### config.mk
export PLATFORM = sky130hd
export DESIGN_NAME = mscnt_stats
export DESIGN_NICKNAME = d
export VERILOG_FILES = /design/src/mscnt_pkg.sv /design/src/mscnt_stats.sv
export VERILOG_INCLUDE_DIRS = /design/src /design/src/src
export SDC_FILE = /design/constraint.sdc
export NUM_CORES = 2
export LEC_CHECK = 0
export ABC_AREA = 0
export BUFFER_PORTS_ARGS = -buffer_cell sky130_fd_sc_hd__buf_2
export CAP_MARGIN = 5
export CORE_UTILIZATION = 35
export CTS_BUF_LIST = sky130_fd_sc_hd__clkbuf_4
export DETAILED_ROUTE_END_ITERATION = 16
export GPL_TIMING_DRIVEN = 1
export PLACE_DENSITY = 0.51
export SLEW_MARGIN = 20
export SYNTH_ARGS = -nofsm -noshare
export SYNTH_HDL_FRONTEND = slang
export SYNTH_SLANG_ARGS = --single-unit
### constraint.sdc
create_clock -name mclk -period 24.9 [get_ports mclk]
set_input_delay 1.245 -clock mclk [delete_from_list [all_inputs] [get_ports mclk]]
set_output_delay 1.245 -clock mclk [all_outputs]
set_load 0.05 [all_outputs]
### src/mscnt_defines.svh
`ifndef MSCNT_DEFINES_SVH
`define MSCNT_DEFINES_SVH

// Counter and frame length widths
`define MSCNT_FRM_W 20
`define MSCNT_BYT_W 32
`define MSCNT_LEN_W 14
// Receive size bucket bounds (bytes)
`define MSCNT_SZ_512  14'h0200
`define MSCNT_SZ_1023 14'h03ff
`define MSCNT_SZ_1024 14'h0400
`define MSCNT_SZ_1518 14'h05ee
// Transmit size bucket bounds (bytes)
`define MSCNT_SZ_64  14'h0040
`define MSCNT_SZ_65  14'h0041
`define MSCNT_SZ_127 14'h007f
`define MSCNT_SZ_128 14'h0080
`define MSCNT_SZ_255 14'h00ff
`define MSCNT_SZ_256 14'h0100
`define MSCNT_SZ_511 14'h01ff
// Deferral margin in bytes and the shift (log2) for bit times per byte
`define MSCNT_DEFER_MARGIN 14'h0010
`define MSCNT_BITS_PER_BYTE 3
// Collision count that makes a frame excessive
`define MSCNT_EXCESS_COLL 5'h10
// One microsecond in ns and the clock period in ns
`define MSCNT_US_NS 1000
`define MSCNT_CLK_NS 8
`define MSCNT_US_CYC (`MSCNT_US_NS / `MSCNT_CLK_NS)
`define MSCNT_US_CW 7

`endif

### src/mscnt_pkg.sv
package mscnt_pkg;
    `include "mscnt_defines.svh"

    // Frame cast type
    typedef enum logic [1:0] {
        MSCNT_UCAST = 2'h0,
        MSCNT_BCAST = 2'h1,
        MSCNT_MCAST = 2'h2
    } mscnt_cast_type;

    // Receive frame completion report
    typedef struct packed {
        logic                    done;
        logic                    good;
        logic                    filt_fail;
        logic                    fifo_ovf;
        logic [`MSCNT_LEN_W-1:0] len;
    } mscnt_rx_type;

    // Transmit frame completion report
    typedef struct packed {
        logic                    done;
        logic                    good;
        logic                    fcs_err;
        logic                    carrier_err;
        logic                    late_coll;
        logic                    flow_ctrl;
        logic                    pause;
        logic                    partial;
        logic [4:0]              coll_cnt;
        mscnt_cast_type          cast;
        logic [`MSCNT_LEN_W-1:0] len;
    } mscnt_tx_type;

    // Receive counters
    typedef struct packed {
        logic [`MSCNT_FRM_W-1:0] rx_512_1023;
        logic [`MSCNT_FRM_W-1:0] rx_1024_1518;
        logic [`MSCNT_FRM_W-1:0] rx_over_1518;
        logic [`MSCNT_BYT_W-1:0] rx_lpi_trans;
        logic [`MSCNT_BYT_W-1:0] rx_lpi_time;
    } mscnt_rxc_type;

    // Transmit counters
    typedef struct packed {
        logic [`MSCNT_FRM_W-1:0] fcs_err;
        logic [`MSCNT_FRM_W-1:0] excess_defer;
        logic [`MSCNT_FRM_W-1:0] carrier_err;
        logic [`MSCNT_BYT_W-1:0] bad_bytes;
        logic [`MSCNT_FRM_W-1:0] single_coll;
        logic [`MSCNT_FRM_W-1:0] multi_coll;
        logic [`MSCNT_FRM_W-1:0] excess_coll;
        logic [`MSCNT_FRM_W-1:0] late_coll;
        logic [`MSCNT_BYT_W-1:0] ucast_bytes;
        logic [`MSCNT_BYT_W-1:0] bcast_bytes;
        logic [`MSCNT_BYT_W-1:0] mcast_bytes;
        logic [`MSCNT_FRM_W-1:0] ucast_frm;
        logic [`MSCNT_FRM_W-1:0] bcast_frm;
        logic [`MSCNT_FRM_W-1:0] mcast_frm;
        logic [`MSCNT_FRM_W-1:0] pause_frm;
        logic [`MSCNT_FRM_W-1:0] sz_64;
        logic [`MSCNT_FRM_W-1:0] sz_65_127;
        logic [`MSCNT_FRM_W-1:0] sz_128_255;
        logic [`MSCNT_FRM_W-1:0] sz_256_511;
    } mscnt_txc_type;
endpackage

### src/mscnt_stats.sv
// Behaviour
// Count good receive frames 512-1023, 1024-1518, larger
// Skip filtered or overflow-dropped receive frames
// Count receive idle indication rising edges
// Accumulate receive idle time in microseconds
// Idle counters held clear while enable low
// Idle counters run in all listed power states
// Count transmit frames with bad check sequence
// Count frames deferred past two max frames+16
// Deferral timer restarts on each new deferral
// Count transmit frames with carrier sense error
// Accumulate bytes of errored transmissions
// Count single and multiple collision successes
// Count frames aborted at sixteen collisions
// Count frames aborted by late collision
// Accumulate good cast-type bytes, no flow control
// Count good cast-type frames, no flow control
// Count successfully transmitted pause frames
// Count good transmit frames in small buckets
// Receive byte counts omit stripped tag, FCS
// Count once at completion, wrap at maximum
`timescale 1ns/1ns
`include "mscnt_defines.svh"
module mscnt_stats
    import mscnt_pkg::*;
(
    // Clock and reset
    input  wire logic                    mclk,
    input  wire logic                    rst,
    // Control bits
    input  wire logic                    energy_efficient_enable,
    input  wire logic                    sleep_state_zero,
    input  wire logic                    sleep_state_three,
    input  wire logic [`MSCNT_LEN_W-1:0] max_frame_size,
    // Receive and transmit frame events
    input  wire mscnt_rx_type            rx_evt,
    input  wire mscnt_tx_type            tx_evt,
    // Transmitter deferral state (1 while waiting to transmit)
    input  wire logic                    tx_deferring,
    input  wire logic                    tx_defer_start,
    // Idle indication from the PHY, asynchronous
    input  wire logic                    phy_rx_lpi,
    // Counter values
    output mscnt_rxc_type                rx_cnt,
    output mscnt_txc_type                tx_cnt
);

    // Frame counter increment, wraps at maximum
    function automatic logic [`MSCNT_FRM_W-1:0] inc_f(input logic [`MSCNT_FRM_W-1:0] v,
                                                       input logic en);
        inc_f = en ? v + `MSCNT_FRM_W'h1 : v;
    endfunction

    // Byte counter accumulate, wraps at maximum
    function automatic logic [`MSCNT_BYT_W-1:0] add_b(input logic [`MSCNT_BYT_W-1:0] v,
                                                       input logic en,
                                                       input logic [`MSCNT_LEN_W-1:0] n);
        add_b = en ? v + {{(`MSCNT_BYT_W-`MSCNT_LEN_W){1'b0}}, n} : v;
    endfunction

    // Inclusive range test on a frame length
    function automatic logic in_rng(input logic [`MSCNT_LEN_W-1:0] l,
                                    input logic [`MSCNT_LEN_W-1:0] lo,
                                    input logic [`MSCNT_LEN_W-1:0] hi);
        in_rng = (l >= lo) && (l <= hi);
    endfunction

    mscnt_rxc_type rx_ff;
    mscnt_rxc_type nxt_rx;
    mscnt_txc_type tx_ff;
    mscnt_txc_type nxt_tx;

    // Idle synchroniser; stage one is read only by stage two
    logic                     lpi_s1_ff;
    logic                     lpi_s2_ff;
    logic                     lpi_s3_ff;
    logic                     lpi_ff;
    logic [`MSCNT_US_CW-1:0]  us_ff;
    logic [`MSCNT_US_CW-1:0]  nxt_us;
    logic                     nxt_lpi;
    logic                     lpi_rise;
    logic                     us_tick;

    // Deferral timer in bit times
    logic [`MSCNT_BYT_W-1:0]  defer_ff;
    logic [`MSCNT_BYT_W-1:0]  nxt_defer;
    logic                     excess_ff;
    logic                     nxt_excess;
    logic [`MSCNT_BYT_W-1:0]  defer_limit;
    logic [`MSCNT_BYT_W-1:0]  max_frame_w;

    // Length arrives with any stripped tag and check sequence already removed
    wire [`MSCNT_LEN_W-1:0] rx_len = rx_evt.len;

    // Receive bucket qualification
    wire rx_ok  = rx_evt.done && rx_evt.good && !rx_evt.filt_fail && !rx_evt.fifo_ovf;
    wire rx_b1  = rx_ok && in_rng(rx_len, `MSCNT_SZ_512, `MSCNT_SZ_1023);
    wire rx_b2  = rx_ok && in_rng(rx_len, `MSCNT_SZ_1024, `MSCNT_SZ_1518);
    wire rx_b3  = rx_ok && (rx_len > `MSCNT_SZ_1518);

    // Idle level changes count once stages two and three agree
    assign nxt_lpi  = (lpi_s2_ff == lpi_s3_ff) ? lpi_s3_ff : lpi_ff;
    assign lpi_rise = nxt_lpi && !lpi_ff;
    // The prescaler is free of power state; only the enable and a low idle level stop it
    assign us_tick  = lpi_ff && (us_ff == `MSCNT_US_CW'(`MSCNT_US_CYC - 1));
    assign nxt_us   = (!energy_efficient_enable || !lpi_ff || us_tick) ? '0
                      : us_ff + `MSCNT_US_CW'h1;

    // Receive counter next values
    always_comb begin
        nxt_rx              = rx_ff;
        nxt_rx.rx_512_1023  = inc_f(rx_ff.rx_512_1023, rx_b1);
        nxt_rx.rx_1024_1518 = inc_f(rx_ff.rx_1024_1518, rx_b2);
        nxt_rx.rx_over_1518 = inc_f(rx_ff.rx_over_1518, rx_b3);
        if (!energy_efficient_enable) begin
            nxt_rx.rx_lpi_trans = '0;
            nxt_rx.rx_lpi_time  = '0;
        end else begin
            nxt_rx.rx_lpi_trans = rx_ff.rx_lpi_trans + {31'h0, lpi_rise};
            nxt_rx.rx_lpi_time  = rx_ff.rx_lpi_time + {31'h0, us_tick};
        end
    end

    // Two max frames plus margin, in bit times
    // Widened before doubling so that jumbo sizes cannot wrap the limit
    assign max_frame_w = {{(`MSCNT_BYT_W-`MSCNT_LEN_W){1'b0}}, max_frame_size};
    assign defer_limit = ((max_frame_w << 1)
                          + {{(`MSCNT_BYT_W-`MSCNT_LEN_W){1'b0}}, `MSCNT_DEFER_MARGIN})
                         << `MSCNT_BITS_PER_BYTE;
    // Timer restarts at each new deferral, never accumulates
    assign nxt_defer  = tx_defer_start ? '0
                        : tx_deferring ? defer_ff + `MSCNT_BYT_W'h1 : defer_ff;
    // The completing frame spends the flag, so a later undeferred frame is not counted
    assign nxt_excess = tx_defer_start ? 1'b0
                        : ((excess_ff && !tx_evt.done)
                           || (tx_deferring && (defer_ff > defer_limit)));

    // Transmit qualification
    wire tx_g   = tx_evt.done && tx_evt.good;
    wire tx_gnp = tx_g && !tx_evt.partial;
    wire tx_gf  = tx_gnp && !tx_evt.flow_ctrl;
    wire tx_err = tx_evt.done && !tx_evt.good;
    wire tx_u   = tx_gf && (tx_evt.cast == MSCNT_UCAST);
    wire tx_b   = tx_gf && (tx_evt.cast == MSCNT_BCAST);
    wire tx_m   = tx_gf && (tx_evt.cast == MSCNT_MCAST);
    wire tx_uf  = tx_g && !tx_evt.flow_ctrl && (tx_evt.cast == MSCNT_UCAST);
    wire tx_bf  = tx_g && !tx_evt.flow_ctrl && (tx_evt.cast == MSCNT_BCAST);
    wire tx_mf  = tx_g && !tx_evt.flow_ctrl && (tx_evt.cast == MSCNT_MCAST);
    wire tx_ecl = tx_evt.done && (tx_evt.coll_cnt >= `MSCNT_EXCESS_COLL);

    // Transmit counter next values
    always_comb begin
        nxt_tx              = tx_ff;
        nxt_tx.fcs_err      = inc_f(tx_ff.fcs_err, tx_evt.done && tx_evt.fcs_err);
        nxt_tx.excess_defer = inc_f(tx_ff.excess_defer, tx_evt.done && excess_ff);
        nxt_tx.carrier_err  = inc_f(tx_ff.carrier_err,
                                    tx_evt.done && tx_evt.carrier_err);
        nxt_tx.bad_bytes    = add_b(tx_ff.bad_bytes, tx_err, tx_evt.len);
        nxt_tx.single_coll  = inc_f(tx_ff.single_coll,
                                    tx_g && (tx_evt.coll_cnt == 5'h01));
        nxt_tx.multi_coll   = inc_f(tx_ff.multi_coll,
                                    tx_g && (tx_evt.coll_cnt > 5'h01));
        nxt_tx.excess_coll  = inc_f(tx_ff.excess_coll, tx_ecl);
        nxt_tx.late_coll    = inc_f(tx_ff.late_coll,
                                    tx_evt.done && tx_evt.late_coll);
        nxt_tx.ucast_bytes  = add_b(tx_ff.ucast_bytes, tx_u, tx_evt.len);
        nxt_tx.bcast_bytes  = add_b(tx_ff.bcast_bytes, tx_b, tx_evt.len);
        nxt_tx.mcast_bytes  = add_b(tx_ff.mcast_bytes, tx_m, tx_evt.len);
        nxt_tx.ucast_frm    = inc_f(tx_ff.ucast_frm, tx_uf);
        nxt_tx.bcast_frm    = inc_f(tx_ff.bcast_frm, tx_bf);
        nxt_tx.mcast_frm    = inc_f(tx_ff.mcast_frm, tx_mf);
        nxt_tx.pause_frm    = inc_f(tx_ff.pause_frm, tx_g && tx_evt.pause);
        nxt_tx.sz_64        = inc_f(tx_ff.sz_64,
                                    tx_gf && (tx_evt.len == `MSCNT_SZ_64));
        nxt_tx.sz_65_127    = inc_f(tx_ff.sz_65_127,
                                    tx_gnp && in_rng(tx_evt.len, `MSCNT_SZ_65,
                                                     `MSCNT_SZ_127));
        nxt_tx.sz_128_255   = inc_f(tx_ff.sz_128_255,
                                    tx_gnp && in_rng(tx_evt.len, `MSCNT_SZ_128,
                                                     `MSCNT_SZ_255));
        nxt_tx.sz_256_511   = inc_f(tx_ff.sz_256_511,
                                    tx_gnp && in_rng(tx_evt.len, `MSCNT_SZ_256,
                                                     `MSCNT_SZ_511));
    end

    // Idle synchroniser and prescaler
    always_ff @(posedge mclk or posedge rst) begin
        if (rst) begin
            lpi_s1_ff <= 1'b0;
            lpi_s2_ff <= 1'b0;
            lpi_s3_ff <= 1'b0;
            lpi_ff    <= 1'b0;
            us_ff     <= '0;
        end else begin
            lpi_s1_ff <= phy_rx_lpi;
            lpi_s2_ff <= lpi_s1_ff;
            lpi_s3_ff <= lpi_s2_ff;
            lpi_ff    <= nxt_lpi;
            us_ff     <= nxt_us;
        end
    end

    // Deferral tracking
    always_ff @(posedge mclk or posedge rst) begin
        if (rst) begin
            defer_ff  <= '0;
            excess_ff <= 1'b0;
        end else begin
            defer_ff  <= nxt_defer;
            excess_ff <= nxt_excess;
        end
    end

    // Counter banks
    always_ff @(posedge mclk or posedge rst) begin
        if (rst) begin
            rx_ff <= '0;
            tx_ff <= '0;
        end else begin
            rx_ff <= nxt_rx;
            tx_ff <= nxt_tx;
        end
    end

    assign rx_cnt = rx_ff;
    assign tx_cnt = tx_ff;

endmodule

==> qor.txt <==
Dpl hpwl -> 61,530 um
WL final -> 83,780 um
Worst hold slack -> 374.2 ps
# setup viols final -> 0
R2R Path End -> tx_cnt[216]$_DFFE_PP0P_
Tmin final -> 3447 ps
Avg Vias per Cell -> 4.816
Worst-path cell chain -> buf_2 -> inv_8 -> buf_4 -> buf_4 -> buf_4
DIE AREA -> 0.08350 mm^2
Data arrival, critical path -> 4450 ps
Hold Buf Count CTS -> 0
Critical path class -> in2async
Min-delay src -> phy_rx_lpi
Power Density -> 80.51 mW/mm^2
Cell leakage power -> 18.35 nW
Post-CTS resize count -> 0
Hold Path Sink -> lpi_s1_ff$_DFF_PP0_
Total CTS buffers -> 173
First-pass GRT wire length -> 128,200 um
DR pass1 iterations -> 5
Max-slew violations -> 0
Global route overflow -> 0
Commonest cells after routing, fill and taps aside -> buf_2, dfrtp_1, xnor2_1, nand2_1, clkbuf_4
Worst-Margin Slew -> 998.2 ps
Synth cell types -> 70
H-tree levels -> 4
Worst Skew -> 63.15 ps
Final period util -> 0.1384
Routed Antenna Nets -> 0
Syn Area/Cell -> 10.56 um^2
DR DRC count -> 0
Post-Route Utilization -> 0.4382
CP Capture Type -> asynchronous set/reset pin
Setup TNS -> 0 ps
Async set-or-reset flop fraction in the synthesized netlist -> 1.000
Max Freq -> 290.1 MHz
Slowest CP cell -> buf_4
Largest net degree at the start of global routing -> 159
WP buf/inv -> 5
Worst Setup Start Kind -> input pin
Max clock buf depth -> 3
Syn nets -> 2,901
WHS Path Cells -> 1
Chip Width -> 289.0 um
Commonest register cell after synthesis -> dfrtp_1
Worst endpoint required time -> 25,910 ps
Commonest non-fill, non-tap cell in the layout -> buf_2
Synth-to-layout area growth -> 23.25%
Beginning of the critical path -> rst
Worst R2R Start -> tx_cnt[192]$_DFFE_PP0P_
Vias -> 22.64k
Most used cell, CP -> buf_4
Die Ht -> 289.0 um
GPL Wtd Cong -> 0.8127
Yosys top cell by area -> dfrtp_1
Critical Path Fanout Max -> 115
TritonCTS clock tree -> yes
Synth warn -> 0
NumNets Final -> 3,671
Status -> finished clean
R2R depth -> 11
Mapped Cells -> 2,730
Worst-path clk slew -> 60 ps
Max-cap viol count -> 0
Hold/Removal Path Class -> in2reg
CP max stage delay -> 840 ps
Post-CTS Setup Repair Bufs -> 0
Clk sinks -> 596
Num rows -> 104
Synthesis-stage register bit count -> 596
Number of global-route vias before repair -> 22.12k
Max_slew headroom -> 0.3345
Crit path max-delay family -> buffers and inverters
Share of layout cells above drive strength 1 -> 0.2632
Synth area leaders -> dfrtp_1, xnor2_1, xor2_1, ha_1, nand2_1
Yosys top cell area share -> 0.5175
Post-synth EDFFs -> 0
Starting Density -> 0.3555
Io pins -> 621
PortBufs -> 618
RSZ-0062 raised after global routing -> no
Initial drt markers -> 913
Flop2flop setup slack -> 21,650 ps
Max VDD drop -> 77.65 uV
Initial antenna violation count -> 8
Core area -> 0.08107 mm^2
Final Hold Viols -> 0
Routed length per instance -> 17.82 um
Worst-Skew Late Latency -> 990 ps
GRT Util Overall -> 0.1979
Mapped Area -> 0.02882 mm^2
Sequential element share of the synthesized area -> 0.5175
Root buf cell -> clkbuf_4
[layout make-up]
type / count / area, um^2
fillers: 8060 / 45550
clock inverters: 51 / 356.6
well taps: 1060 / 1326
flip-flops and latches: 596 / 14910
multi-input cells: 2040 / 13540
clock buffers: 256 / 1922
diodes: 9 / 22.52
inverters: 56 / 217.7
repair buffers: 633 / 3218
[report_power, final]
group / total [mW] / leakage [nW] / internal [mW] / switching (mW)
logic: 0.768 / 8.91 / 0.219 / 0.549
clock network: 0.960 / 1.33 / 0.521 / 0.439
registers: 1.13 / 8.10 / 1.05 / 0.0866
total: 2.86 / 18.3 / 1.79 / 1.07
[kinds of logic after synthesis]
kind of cell / synth area share
buffers and inverters: 0.01281
AO/OA/AOI/OAI: 0.04910
multiplexers: 0.009638
flip-flops: 0.5175
adder cells (fa/ha/maj): 0.04532
XOR/XNOR: 0.1647
AND/OR/NAND/NOR: 0.2010
[synth_stat cells (24+ instances only)]
| master | n |
|---|---|
| and2_1 | 75 |
| xnor2_1 | 353 |
| o21ai_0 | 90 |
| nor3_1 | 30 |
| nor2_1 | 201 |
| dfrtp_1 | 596 |
| and3_1 | 80 |
| nand2_1 | 309 |
| inv_1 | 55 |
| ha_1 | 98 |
| and4_1 | 28 |
| a21o_1 | 24 |
| nand4_1 | 111 |
| a21oi_1 | 48 |
| nand3_1 | 201 |
| xor2_1 | 189 |
| clkbuf_1 | 32 |
[routing by layer]
layer / vias up / GRT usage / share of wire
li1: 11054 / - / -
met4: 10 / 0.07066 / 0.025
met5: - / 0 / 0.00086
met3: 151 / 0.07276 / 0.078
met2: 553 / 0.3154 / 0.47
met1: 10872 / 0.2455 / 0.43
[state kept, by name, summed over array words and instances, names as in the netlist]
name / flops
excess_ff: 1
lpi_s3_ff: 1
lpi_ff: 1
tx_cnt: 428
us_ff: 7
lpi_s2_ff: 1
lpi_s1_ff: 1
defer_ff: 32
rx_cnt: 124
[through the flow]
step	power, mW	cells	setup slack [ps]	area (um^2)
floorplan	1.705	2730	6974	28820
global placement	1.920	4385	20180	33220
detailed placement	1.923	4385	20160	33220
CTS	2.915	4692	21290	35500
global route	3.035	4696	20920	35510
finish	2.860	4701	21450	35520
[how the worst max path moves through the flow]
| stage | to | slack (ps) | depth (start not counted) |
|---|---|---|---|
| floorplan | defer_ff[0]$_DFFE_PP0P_ | 6970 | 1 |
| global placement | tx_cnt[347]$_DFFE_PP0P_ | 20180 | 5 |
| detailed placement | tx_cnt[191]$_DFFE_PP0P_ | 20160 | 5 |
| CTS | tx_cnt[183]$_DFFE_PP0P_ | 21290 | 5 |
| global route | tx_cnt[184]$_DFFE_PP0P_ | 20920 | 5 |
| finish | tx_cnt[197]$_DFFE_PP0P_ | 21450 | 5 |
Power figures use the tool's default switching activity.
